<file path="config.mk">
export PLATFORM = sky130hd
export DESIGN_NAME = async_mem_ctrl
export DESIGN_NICKNAME = d
export VERILOG_FILES = /design/src/async_mem_pkg.sv /design/src/async_mem_ctrl.sv /design/src/wait_sync.sv /design/src/phase_counter.sv
export SDC_FILE = /design/constraint.sdc
export NUM_CORES = 1
export LEC_CHECK = 0
export BUFFER_PORTS_ARGS = -buffer_cell sky130_fd_sc_hd__clkbuf_2
export CORE_MARGIN = 2
export CORE_UTILIZATION = 55
export CTS_CLUSTER_DIAMETER = 150
export CTS_CLUSTER_SIZE = 40
export DETAILED_ROUTE_END_ITERATION = 7
export PLACE_DENSITY = 0.88
export SETUP_SLACK_MARGIN = 0.05
export SYNTH_ARGS = -nofsm -noshare
export SYNTH_HDL_FRONTEND = slang
export SYNTH_SLANG_ARGS = --single-unit
</file>
<file path="constraint.sdc">
create_clock -name clk -period 5 [get_ports clk]
set_input_delay 0.25 -clock clk [delete_from_list [all_inputs] [get_ports clk]]
set_output_delay 0.25 -clock clk [all_outputs]
set_load 0.01 [all_outputs]
</file>
<file path="src/async_mem_pkg.sv">
// Shared constants and state encoding for the asynchronous memory strobe sequencer.
// Assumes a single system clock; every phase count is in whole periods of it.
`default_nettype none
package async_mem_pkg;

	// Memory pin widths.
	localparam int ADDR_W = 21;
	localparam int BANK_W = 2;
	localparam int DATA_W = 16;

	// Width of a programmed phase count and of the wait block count (256 values).
	localparam int PHASE_W = 8;
	localparam int WAIT_CNT_W = 8;

	// One wait block is sixteen system clock periods.
	localparam int WAIT_STEP = 16;
	localparam int WAIT_PRE_W = 4;
	localparam logic [WAIT_PRE_W-1:0] WAIT_PRE_LAST = 4'(WAIT_STEP - 1);

	// Strobe end follows a seen wait release by this many periods.
	localparam int WAIT_RELEASE_CYCLES = 4;

	// Shortest strobe; a programmed zero is stretched to this.
	localparam logic [PHASE_W-1:0] STROBE_MIN = 8'h01;

	// Width of the checking counters beside the sequencer.
	localparam int CHK_W = 12;

	// Sequencer states; the usual path idle-setup-strobe-hold-turn steps in Gray code.
	typedef enum logic [2:0] {
		ST_IDLE = 3'h0,
		ST_SETUP = 3'h1,
		ST_STROBE = 3'h3,
		ST_HOLD = 3'h7,
		ST_TURN = 3'h5,
		ST_WAIT = 3'h2,
		ST_RELEASE = 3'h6
	} phase_t;

endpackage
`default_nettype wire

</file>
<file path="src/async_mem_ctrl.sv">
// Asynchronous SRAM and flash access sequencer: setup, strobe, hold and turnaround phases.
// Assumes one request source on clk and a memory that keeps to the wait handshake.
//
// How it works
// - Phase lengths count whole system clock periods.
// - Turnaround gap of programmed periods after accesses.
// - Setup, strobe, hold and turnaround counts come from configuration ports.
// - Read lasts setup plus strobe plus hold.
// - Extended wait adds sixteen periods per count.
// - Chip select leads and trails read strobe.
// - Strobe mode: select follows strobe exactly.
// - Read address valid from setup through hold.
// - Read strobe low exactly strobe periods.
// - Extended read strobe grows sixteen per count.
// - Read strobe rises four after wait release.
// - Write lasts setup plus strobe plus hold.
// - Extended write grows sixteen per count.
// - Chip select leads and trails write strobe.
// - Write address valid from setup through hold.
// - Write data driven from setup through hold.
// - Write strobe low exactly strobe periods.
// - Extended write strobe grows sixteen per count.
// - Write strobe rises four after wait release.
// - Wait count spans 256; bounded by maximum.
`default_nettype none
module async_mem_ctrl
	import async_mem_pkg::*;
(
	// Clock and reset
	input wire logic clk,
	input wire logic reset_n,
	// Access request
	input wire logic req_valid,
	input wire logic req_write,
	input wire logic [ADDR_W-1:0] req_addr,
	input wire logic [BANK_W-1:0] req_bank,
	input wire logic [DATA_W-1:0] req_wdata,
	output logic req_ready,
	// Read return
	output logic [DATA_W-1:0] rd_data,
	output logic rd_valid,
	// Configuration
	input wire logic [PHASE_W-1:0] read_setup,
	input wire logic [PHASE_W-1:0] read_strobe,
	input wire logic [PHASE_W-1:0] read_hold,
	input wire logic [PHASE_W-1:0] write_setup,
	input wire logic [PHASE_W-1:0] write_strobe,
	input wire logic [PHASE_W-1:0] write_hold,
	input wire logic [PHASE_W-1:0] turnaround_cycles,
	input wire logic [WAIT_CNT_W-1:0] max_wait_cycles,
	input wire logic extended_wait_enable,
	input wire logic select_strobe_mode,
	// Status
	input wire logic timeout_clear,
	output logic wait_timeout,
	output logic [WAIT_CNT_W-1:0] wait_extension_count,
	// Memory pins
	output logic chip_select_n,
	output logic output_enable_n,
	output logic write_enable_n,
	output logic [ADDR_W-1:0] ext_addr,
	output logic [BANK_W-1:0] bank_addr,
	output logic [DATA_W-1:0] ext_data_out,
	output logic ext_data_oe,
	input wire logic [DATA_W-1:0] ext_data_in,
	input wire logic wait_in
);

	phase_t state_q;
	phase_t state_d;
	logic wait_s;
	logic cnt_load;
	logic [PHASE_W-1:0] cnt_value;
	logic cnt_last;

	// Configuration is latched at acceptance so a change mid-access cannot tear a phase.
	logic [PHASE_W-1:0] su_q, st_q, ho_q, ta_q;
	logic [WAIT_CNT_W-1:0] mw_q;
	logic ew_q, ss_q, wr_q;
	logic [WAIT_PRE_W-1:0] pre_q;
	logic [WAIT_CNT_W-1:0] ewc_q;
	logic ready_q, timeout_q, rd_valid_q;
	logic cs_n_q, oe_n_q, we_n_q, data_oe_q;
	logic [ADDR_W-1:0] addr_q;
	logic [BANK_W-1:0] bank_q;
	logic [DATA_W-1:0] wdata_q, rdata_q;

	wait_sync u_wait_sync (
		.clk(clk),
		.reset_n(reset_n),
		.async_in(wait_in),
		.sync_out(wait_s)
	);

	phase_counter #(
		.W(PHASE_W)
	) u_phase (
		.clk(clk),
		.reset_n(reset_n),
		.load(cnt_load),
		.value(cnt_value),
		.last(cnt_last)
	);

	// Request decode and the lengths it brings.
	wire accept = req_valid & ready_q & (state_q == ST_IDLE);
	wire [PHASE_W-1:0] n_su = req_write ? write_setup : read_setup;
	wire [PHASE_W-1:0] n_st_raw = req_write ? write_strobe : read_strobe;
	wire [PHASE_W-1:0] n_st = (n_st_raw == '0) ? STROBE_MIN : n_st_raw;
	wire [PHASE_W-1:0] n_ho = req_write ? write_hold : read_hold;

	// Wait blocks of sixteen periods and the timeout bound.
	wire blk_tick = (state_q == ST_WAIT) && (pre_q == WAIT_PRE_LAST);
	wire [WAIT_CNT_W:0] ewc_next = {1'b0, ewc_q} + {{WAIT_CNT_W{1'b0}}, 1'b1};
	wire timeout_hit = blk_tick && (ewc_next >= {1'b0, mw_q});
	wire timeout_set = (state_q == ST_WAIT) && wait_s && timeout_hit;

	// Phase that follows the strobe or the hold; zero-length phases are skipped.
	wire phase_t after_hold = (ta_q != '0) ? ST_TURN : ST_IDLE;
	wire phase_t after_strobe = (ho_q != '0) ? ST_HOLD : after_hold;
	wire [PHASE_W-1:0] after_hold_len = ta_q;
	wire [PHASE_W-1:0] after_strobe_len = (ho_q != '0) ? ho_q : ta_q;
	wire [PHASE_W-1:0] release_len = PHASE_W'(WAIT_RELEASE_CYCLES - 1);

	always_comb
	begin
		state_d = state_q;
		cnt_load = 1'b0;
		cnt_value = '0;
		case (state_q)
			ST_IDLE:
				if (accept)
				begin
					cnt_load = 1'b1;
					state_d = (n_su != '0) ? ST_SETUP : ST_STROBE;
					cnt_value = (n_su != '0) ? n_su : n_st;
				end
			ST_SETUP:
				if (cnt_last)
				begin
					state_d = ST_STROBE;
					cnt_load = 1'b1;
					cnt_value = st_q;
				end
			ST_STROBE:
				if (cnt_last)
				begin
					if (ew_q && wait_s)
						state_d = ST_WAIT;
					else
					begin
						state_d = after_strobe;
						cnt_load = 1'b1;
						cnt_value = after_strobe_len;
					end
				end
			ST_WAIT:
				if (!wait_s)
				begin
					state_d = ST_RELEASE;
					cnt_load = 1'b1;
					cnt_value = release_len;
				end
				else if (timeout_hit)
				begin
					state_d = after_strobe;
					cnt_load = 1'b1;
					cnt_value = after_strobe_len;
				end
			ST_RELEASE:
				if (cnt_last)
				begin
					state_d = after_strobe;
					cnt_load = 1'b1;
					cnt_value = after_strobe_len;
				end
			ST_HOLD:
				if (cnt_last)
				begin
					state_d = after_hold;
					cnt_load = 1'b1;
					cnt_value = after_hold_len;
				end
			ST_TURN:
				if (cnt_last)
					state_d = ST_IDLE;
			default:
				state_d = ST_IDLE;
		endcase
	end

	// Pin levels are decoded from the next state so every pin is a plain flop.
	wire wr_d = accept ? req_write : wr_q;
	wire ss_d = accept ? select_strobe_mode : ss_q;
	wire active_d = (state_d != ST_IDLE) && (state_d != ST_TURN);
	wire strobe_d = (state_d == ST_STROBE) || (state_d == ST_WAIT) || (state_d == ST_RELEASE);
	wire cs_n_d = ss_d ? !strobe_d : !active_d;
	wire oe_n_d = !(strobe_d && !wr_d);
	wire we_n_d = !(strobe_d && wr_d);
	wire rd_end = (state_q == ST_STROBE || state_q == ST_WAIT || state_q == ST_RELEASE)
		&& !strobe_d && !wr_q;

	always_ff @(posedge clk or negedge reset_n)
	begin
		if (!reset_n)
		begin
			state_q <= ST_IDLE;
			ready_q <= 1'b0;
			cs_n_q <= 1'b1;
			oe_n_q <= 1'b1;
			we_n_q <= 1'b1;
			data_oe_q <= 1'b0;
		end
		else
		begin
			state_q <= state_d;
			ready_q <= (state_d == ST_IDLE);
			cs_n_q <= cs_n_d;
			oe_n_q <= oe_n_d;
			we_n_q <= we_n_d;
			data_oe_q <= active_d && wr_d;
		end
	end

	// Address, bank and write data are loaded once and held across the whole access.
	always_ff @(posedge clk or negedge reset_n)
	begin
		if (!reset_n)
		begin
			addr_q <= '0;
			bank_q <= '0;
			wdata_q <= '0;
		end
		else if (accept)
		begin
			addr_q <= req_addr;
			bank_q <= req_bank;
			wdata_q <= req_wdata;
		end
	end

	always_ff @(posedge clk or negedge reset_n)
	begin
		if (!reset_n)
		begin
			su_q <= '0;
			st_q <= STROBE_MIN;
			ho_q <= '0;
			ta_q <= '0;
			mw_q <= '0;
			ew_q <= 1'b0;
			ss_q <= 1'b0;
			wr_q <= 1'b0;
		end
		else if (accept)
		begin
			su_q <= n_su;
			st_q <= n_st;
			ho_q <= n_ho;
			ta_q <= turnaround_cycles;
			mw_q <= max_wait_cycles;
			ew_q <= extended_wait_enable;
			ss_q <= select_strobe_mode;
			wr_q <= req_write;
		end
	end

	// Wait extension: each sixteen-period block bumps the count, except the block that hits the timeout bound.
	always_ff @(posedge clk or negedge reset_n)
	begin
		if (!reset_n)
		begin
			pre_q <= '0;
			ewc_q <= '0;
		end
		else if (accept)
		begin
			pre_q <= '0;
			ewc_q <= '0;
		end
		else if (state_q == ST_WAIT)
		begin
			pre_q <= pre_q + WAIT_PRE_W'(1);
			if (blk_tick && !timeout_hit)
				ewc_q <= ewc_next[WAIT_CNT_W-1:0];
		end
	end

	// A timeout in the same cycle as a clear still leaves the flag set.
	always_ff @(posedge clk or negedge reset_n)
	begin
		if (!reset_n)
		begin
			timeout_q <= 1'b0;
			rd_valid_q <= 1'b0;
			rdata_q <= '0;
		end
		else
		begin
			timeout_q <= timeout_set | (timeout_q & !timeout_clear);
			rd_valid_q <= rd_end;
			if (rd_end)
				rdata_q <= ext_data_in;
		end
	end

	assign req_ready = ready_q;
	assign rd_data = rdata_q;
	assign rd_valid = rd_valid_q;
	assign wait_timeout = timeout_q;
	assign wait_extension_count = ewc_q;
	assign chip_select_n = cs_n_q;
	assign output_enable_n = oe_n_q;
	assign write_enable_n = we_n_q;
	assign ext_addr = addr_q;
	assign bank_addr = bank_q;
	assign ext_data_out = wdata_q;
	assign ext_data_oe = data_oe_q;

	// Checking counters: strobe low time, select lead, access length, turnaround length.
	logic [CHK_W-1:0] lowc_q, leadc_q, accc_q, turnc_q;
	wire strobe_q = !oe_n_q || !we_n_q;
	wire active_q = (state_q != ST_IDLE) && (state_q != ST_TURN);

	always_ff @(posedge clk or negedge reset_n)
	begin
		if (!reset_n)
		begin
			lowc_q <= '0;
			leadc_q <= '0;
			accc_q <= '0;
			turnc_q <= '0;
		end
		else
		begin
			lowc_q <= strobe_q ? lowc_q + CHK_W'(1) : '0;
			leadc_q <= cs_n_q ? '0 : (strobe_q ? leadc_q : leadc_q + CHK_W'(1));
			accc_q <= active_q ? accc_q + CHK_W'(1) : '0;
			turnc_q <= (state_q == ST_TURN) ? turnc_q + CHK_W'(1) : '0;
		end
	end
endmodule
`default_nettype wire

</file>
<file path="src/wait_sync.sv">
// Two-stage synchroniser for the memory wait pin.
// Assumes the pin is asynchronous to clk; only the second stage is visible.
`default_nettype none
module wait_sync (
	// Clock and reset
	input wire logic clk,
	input wire logic reset_n,
	// Pin and synchronised level
	input wire logic async_in,
	output logic sync_out
);

	logic meta_q;
	logic sync_q;

	always_ff @(posedge clk or negedge reset_n)
	begin
		if (!reset_n)
		begin
			meta_q <= 1'b0;
			sync_q <= 1'b0;
		end
		else
		begin
			meta_q <= async_in;
			sync_q <= meta_q;
		end
	end

	assign sync_out = sync_q;

endmodule
`default_nettype wire

</file>
<file path="src/phase_counter.sv">
// Loadable down counter that times one phase of an access.
// Assumes a load of N marks the first of N cycles; last flags the Nth.
`default_nettype none
module phase_counter #(
	parameter int W = 8
) (
	// Clock and reset
	input wire logic clk,
	input wire logic reset_n,
	// Load and phase end
	input wire logic load,
	input wire logic [W-1:0] value,
	output logic last
);

	logic [W-1:0] cnt_q;
	logic [W-1:0] cnt_d;
	localparam logic [W-1:0] ONE = W'(1);

	assign cnt_d = load ? value : ((cnt_q != '0) ? cnt_q - ONE : cnt_q);
	assign last = (cnt_q == ONE);

	always_ff @(posedge clk or negedge reset_n)
	begin
		if (!reset_n)
			cnt_q <= '0;
		else
			cnt_q <= cnt_d;
	end

endmodule
`default_nettype wire

</file>
Yosys cells after proc, flatten, opt, wreduce, memory -nomap -nowiden:

Cells that the tools add are included.

* logic and storage cells: 126
* register bits after elaboration: 122

* reductions and logical operators: 37
* mux-type cells: 45
* bitwise logic cells: 4
* $add $sub $neg: 3
* $lt $le $gt $ge: 1
* equality and inequality tests: 12

Operators by type and width (number)
* $mux 8: 19
* $pmux 8 s6: 1
* $mux 3: 11
* $reduce_bool 8->1: 4
* $pmux 3 s7: 1
* $eq 3x2->1 const B: 4
* $eq 3x3->1 const B: 4
* $logic_and 1x1->1: 12
* $add 8x1->9 const B: 1
* $ge 9x8->1: 1
* $mux 1: 9
* $eq 8x1->1 const B: 1
* $logic_not 1->1: 8
* $logic_not 8->1: 1
* $mux 4: 2
* $sub 8x1->8 const B: 1
* $logic_not 3->1: 2
* $reduce_bool 2->1: 3
* $add 4x1->4 const B: 1
* $eq 4x4->1 const B: 1
* $logic_or 1x1->1: 4
* $pmux 1 s4: 1
* $and 1x1->1: 3
* $eq 3x1->1 const B: 1
* other kinds (6): 6

Longest topological paths before layout:

* word-level depth: 12
* depth in mapped cells: 14
* gate-level depth less buffers: 13

Cells and area by module:

Synthesis repeated with hierarchy kept, for this count alone.

* cells, all modules: 750
* area, all modules: 6630.1 sq um

Modules (own cells, without submodules)
* async_mem_ctrl: area each 6028.3 sq um, cells an instance 692, times used 1
* phase_counter: area each 551.8 sq um, cells an instance 56, times used 1
* wait_sync: area each 50.0 sq um, cells an instance 2, times used 1

Worst setup path after synthesis:

Ideal clock, no wire load.

* path kind: register to register
* start point: register ewc_q[2] (netlist: wait_extension_count[2])
* end point: register u_phase.cnt_q[6]
* path buffers: 0
* cell stages (with the launch flop): 14
* library setup time: 0.139 ns
* required time: 4.861 ns
* arrival: 3.318 ns
* slack: 1.543 ns
* cell sequence: dfrtp_1 > and2_1 > and4_1 > nand3_1 > xnor2_1 > ha_1 > and3_1 > a221o_1 > a31oi_2 > a21oi_1 > a41o_1 > a21boi_4 > nor3_1 > or4_1

* longest elaborated chain between the ends: 7
* elaborated cells on any way between the ends: 11
* classes of those cells: add/sub: 1; order compare: 1; mux: 7; reduce/logical: 2

Ends and longest elaborated chain
* start, declared: line async_mem_ctrl.sv:81 `logic [WAIT_CNT_W-1:0] ewc_q;`
* start signal, assigned: line async_mem_ctrl.sv:285 `ewc_q <= ewc_next[WAIT_CNT_W-1:0];`
* $add 8x1->9 *: line async_mem_ctrl.sv:114 `wire [WAIT_CNT_W:0] ewc_next = {1'b0, ewc_q} + {{WAIT_CNT_W{1'b0}}, 1'b1};`
* $ge 9x8->1 *: line async_mem_ctrl.sv:115 `wire timeout_hit = blk_tick && (ewc_next >= {1'b0, mw_q});`
* $logic_and 1x1->1 *: line async_mem_ctrl.sv:115
* $mux 8 or $mux 1 (tied branches): line async_mem_ctrl.sv:164 `else if (timeout_hit)`
* $mux 8 or $mux 1 (tied branches): line async_mem_ctrl.sv:158 `if (!wait_s)`
* $pmux 8 s6 or $pmux 1 s4 (tied branches): line async_mem_ctrl.sv:130 `case (state_q)`
* $mux 8 or $reduce_bool 2->1 (tied branches)
* end signal, assigned: line phase_counter.sv:28 `cnt_q <= cnt_d;`
* end, declared: line phase_counter.sv:16 `logic [W-1:0] cnt_q;`

Every way passes the cells marked *; elsewhere a longest branch is shown, timed or not.
A chain may end at the register's enable or synchronous reset.

Worst setup path after layout:

* start point: register ewc_q[2] (netlist: wait_extension_count[2])
* end point: register rdata_q[2] (netlist: rd_data[2])

* longest elaborated chain between the ends: 12
* elaborated cells on any way between the ends: 14
* classes of those cells: add/sub: 1; order compare: 1; eq/ne: 3; mux: 3; reduce/logical: 6

Ends and longest elaborated chain
* $add 8x1->9 *: line async_mem_ctrl.sv:114
* $ge 9x8->1 *: line async_mem_ctrl.sv:115
* $logic_and 1x1->1 *: line async_mem_ctrl.sv:115
* $mux 3 *: line async_mem_ctrl.sv:164
* $mux 3 *: line async_mem_ctrl.sv:158
* $pmux 3 s7 *: line async_mem_ctrl.sv:130
* net state_d[1]: line async_mem_ctrl.sv:70 `phase_t state_d;`
* $eq 3x2->1: line async_mem_ctrl.sv:196 `wire strobe_d = (state_d == ST_STROBE) || (state_d == ST_WAIT) || (state_d == ST_RELEASE);`
* $logic_or 1x1->1: line async_mem_ctrl.sv:196
* $logic_or 1x1->1 *: line async_mem_ctrl.sv:196
* $logic_not 1->1 *: line async_mem_ctrl.sv:201 `&& !strobe_d && !wr_q;`
* $logic_and 1x1->1 * (2 in a row): line async_mem_ctrl.sv:201
* end signal, assigned: line async_mem_ctrl.sv:303 `rdata_q <= ext_data_in;`
* end, declared: line async_mem_ctrl.sv:86 `logic [DATA_W-1:0] wdata_q, rdata_q;`

The timed path passes the listed nets; every way through them passes the cells marked *.

==> out/results.ini <==
[outcome]
status=completed

[cells_and_area]
syn_to_final_growth_pct=38.1
drive_gt1_share_pct=30.3
num-fill-cells=691
final_core_util_pct=78.2
fin_cells=1053
fin_nets=1038
stdcell_area_um2=8510

[drt]
drc=0
wl_per_cell_um=18.4
vias=6049
postRouteAntennaNets=0
drt-pass1-iter-count=5
vias_per_cell=5.74
drt-total-wl_mm=19.4
drt_iter0_drc=538

[logic_synthesis]
synth_nets=777
yosysTopAreaCellShare_pct=47.9
syn_area_um2=6160
synthDistinctLibCells=74
yosysSeqAreaShare_pct=49.6
synth_warnings=0
synth.area.top_cells=dfrtp_1 (48%), nand2_1 (12%), mux2i_1 (4.1%)
yosysTopAreaCell=dfrtp_1
synth_seq_cells=122
syn-instance-count=638
ys.flop_type=dfrtp_1
synth-edff-count=0
async_flop_share_pct=100
syn_avg_cell_area_um2=9.66

[min_path]
min_from=read_hold[4]
worstHoldPathType=in -> reg

[placed_design]
post-dp-hpwl_mm=11.7
port_buffers=196
dpl-instance-area_um2=7160
dp_cells=945
gp_congestion=0.919

[critical_path]
regToRegStartpoint=wait_extension_count[2]
reg2reg_slack_ns=0.95
crit_path_start=wait_extension_count[2]
crit_fanout=16
timing.rr.end=rd_data[2]
endpoint=rd_data[2]
critical_path_required_ns=5.41
critical_path_class=reg -> reg
startpoint_type=flop
arrival_ns=4.45
rr_worst_depth=13
endpoint_kind=flop

[global_route]
grt_overflow=0
grt_usage_pct=31.6
grt_pass1_wl_mm=28.7
antenna_found_initial=0
grt_pass1_vias=5964
grt_max_degree=101

[clock_tree]
cts_max_level=4
tritoncts=done
root_buffer=clkbuf_8
cts_sinks=122
cts_setup_buffers=0
cts_inserted_buffers=17
ctsLongestPathBuffers=2
clk_latency_ns=0.52
clkTransAtPathRegs_ns=0.07

[sta]
setup_viol=0
hold_slack_ns=0.0256
grt_setup_unrepaired=false
fmaxAchievable_mhz=247
skew_ns=0.0119
slew-limit-headroom_pct=30.6
final-max-slew-violation-count=0
period_minus_slack_ns=4.05
fin_tns_setup_ns=0
tightestPinTransition_ns=1.04
period_share_pct=80.9
hold_violations=0

[floorplanning]
core-area_um2=10900
die-area_um2=12100
start_util_pct=56.6
io_pins=197
die-width_um=110
die-height_um=110
rows=38

[pwr]
p_clk_share_pct=52.3
p_leak_nw=4.42
ir_worst_vdd_uv=226
p_int_mw=1.80
power.switching_mw=0.576
pwr_density_cell_nw_per_um2=280
power_frac_comb_pct=6.2
switching_share_pct=24.2
seq_power_share_pct=41.6

[flow_run]
maxCapViolations=0

metal layers:
layer	global-route usage, %	part of all wire, %	wire (um)
met2	54.9	53	10200
met1	35.9	36	7040
met5	0	0	0
met4	18.6	5.2	1010
met3	6.34	5.7	1100
placed cells by master, fill, tap and decap left out, drive strengths merged, types with 8 or more instances in the layout:
| cell type | count |
|---|---|
| xnor2 | 8 |
| nor3 | 10 |
| nand2 | 199 |
| dfrtp | 118 |
| clkbuf | 212 |
| nand3 | 15 |
| nor2 | 20 |
| inv | 26 |
| dlygate4sd3 | 75 |
| mux2i | 25 |
| o21ai | 35 |
| nand4 | 9 |
| mux2 | 16 |
| ha | 12 |
| a21oi | 25 |
| nor4 | 9 |
layout make-up:
class | instances | area [um^2] | share of cell area [%]
tap | 140 | 175 | 2.06
clock buffer | 17 | 414 | 4.87
clock inverter | 15 | 178 | 2.09
sequential | 122 | 3060 | 35.9
multi-input combinational | 468 | 2870 | 33.7
inverter | 16 | 60.1 | 0.706
antenna | 1 | 2.50 | 0.0294
timing repair buffer | 274 | 1760 | 20.6
timing repair:
action,in CTS,in global routing
hold endpoints to repair,151,0
resized for setup,0,0
hold buffers,75,0
flip-flops by register name (all words and copies together) (netlist names), 2 cells and up:
register and flops:
after_hold_len 8, bank_addr 2, ext_addr 21, ext_data_out 16, ho_q 8, mw_q 8, pre_q 4, rd_data 16
st_q 8, state_q 3, u_phase.cnt_q 8, wait_extension_count 8
worst max-delay path, stage by stage (launching register included):
cell and delay (ns):
dfrtp_1 0.43, and2_1 0.21, and4_1 0.26, nand3_1 0.10
xnor2_1 0.17, ha_1 0.32, and3_1 0.21, a221o_1 0.18
a31oi_2 0.07, a211oi_2 0.34, o2111ai_4 0.17, a21boi_4 0.22
nor3_4 0.80, mux2_2 0.43
worst min-delay path by stage:
stage | endpoint | cells after the start
final | ho_q[4] | 3
after global placement | u_wait_sync.sync_out | 0
after floorplan | after_hold_len[0] | 0
after global routing | ho_q[1] | 3
after CTS | ho_q[3] | 3
after detailed placement | u_wait_sync.sync_out | 0
synth_stat cells (7+ instances only):
cell type	count
a21oi_1	25
buf_1	9
clkbuf_1	12
dfrtp_1	118
ha_1	12
inv_1	16
mux2_4	10
mux2i_1	25
nand2_1	199
nand2b_1	7
nand3_1	14
nand4_1	7
nor2_1	20
nor3_1	8
o21ai_0	34
o22ai_1	7
xnor2_1	8
metrics by stage:
stage               total power [mW]  setup WS, ns
global route                    2.44         0.773
detailed placement              1.10          1.05
CTS                             2.37          1.02
finish                          2.38         0.954
global placement                1.10          1.25
floorplan                       1.03          1.54
power groups by stage:
stage | sequential (mW) | combinational [mW] | clock (mW)
2_1_floorplan | 1.01 | 0.0205 | 0
3_3_place_gp | 1.01 | 0.0956 | 0
3_5_place_dp | 1.01 | 0.0964 | 0
4_1_cts | 0.989 | 0.144 | 1.24
5_1_grt | 0.988 | 0.160 | 1.30
6_report | 0.989 | 0.146 | 1.24
cells by family after synthesis:
| logic type | share of synthesized area (%) |
|---|---|
| adder cells (fa/ha/maj) | 2.44 |
| buffers and inverters | 3.88 |
| AO/OA/AOI/OAI | 11.9 |
| XOR/XNOR | 1.85 |
| flip-flops | 49.6 |
| AND/OR/NAND/NOR | 22.7 |
| multiplexers | 7.60 |
Power figures use the tool's default switching activity.
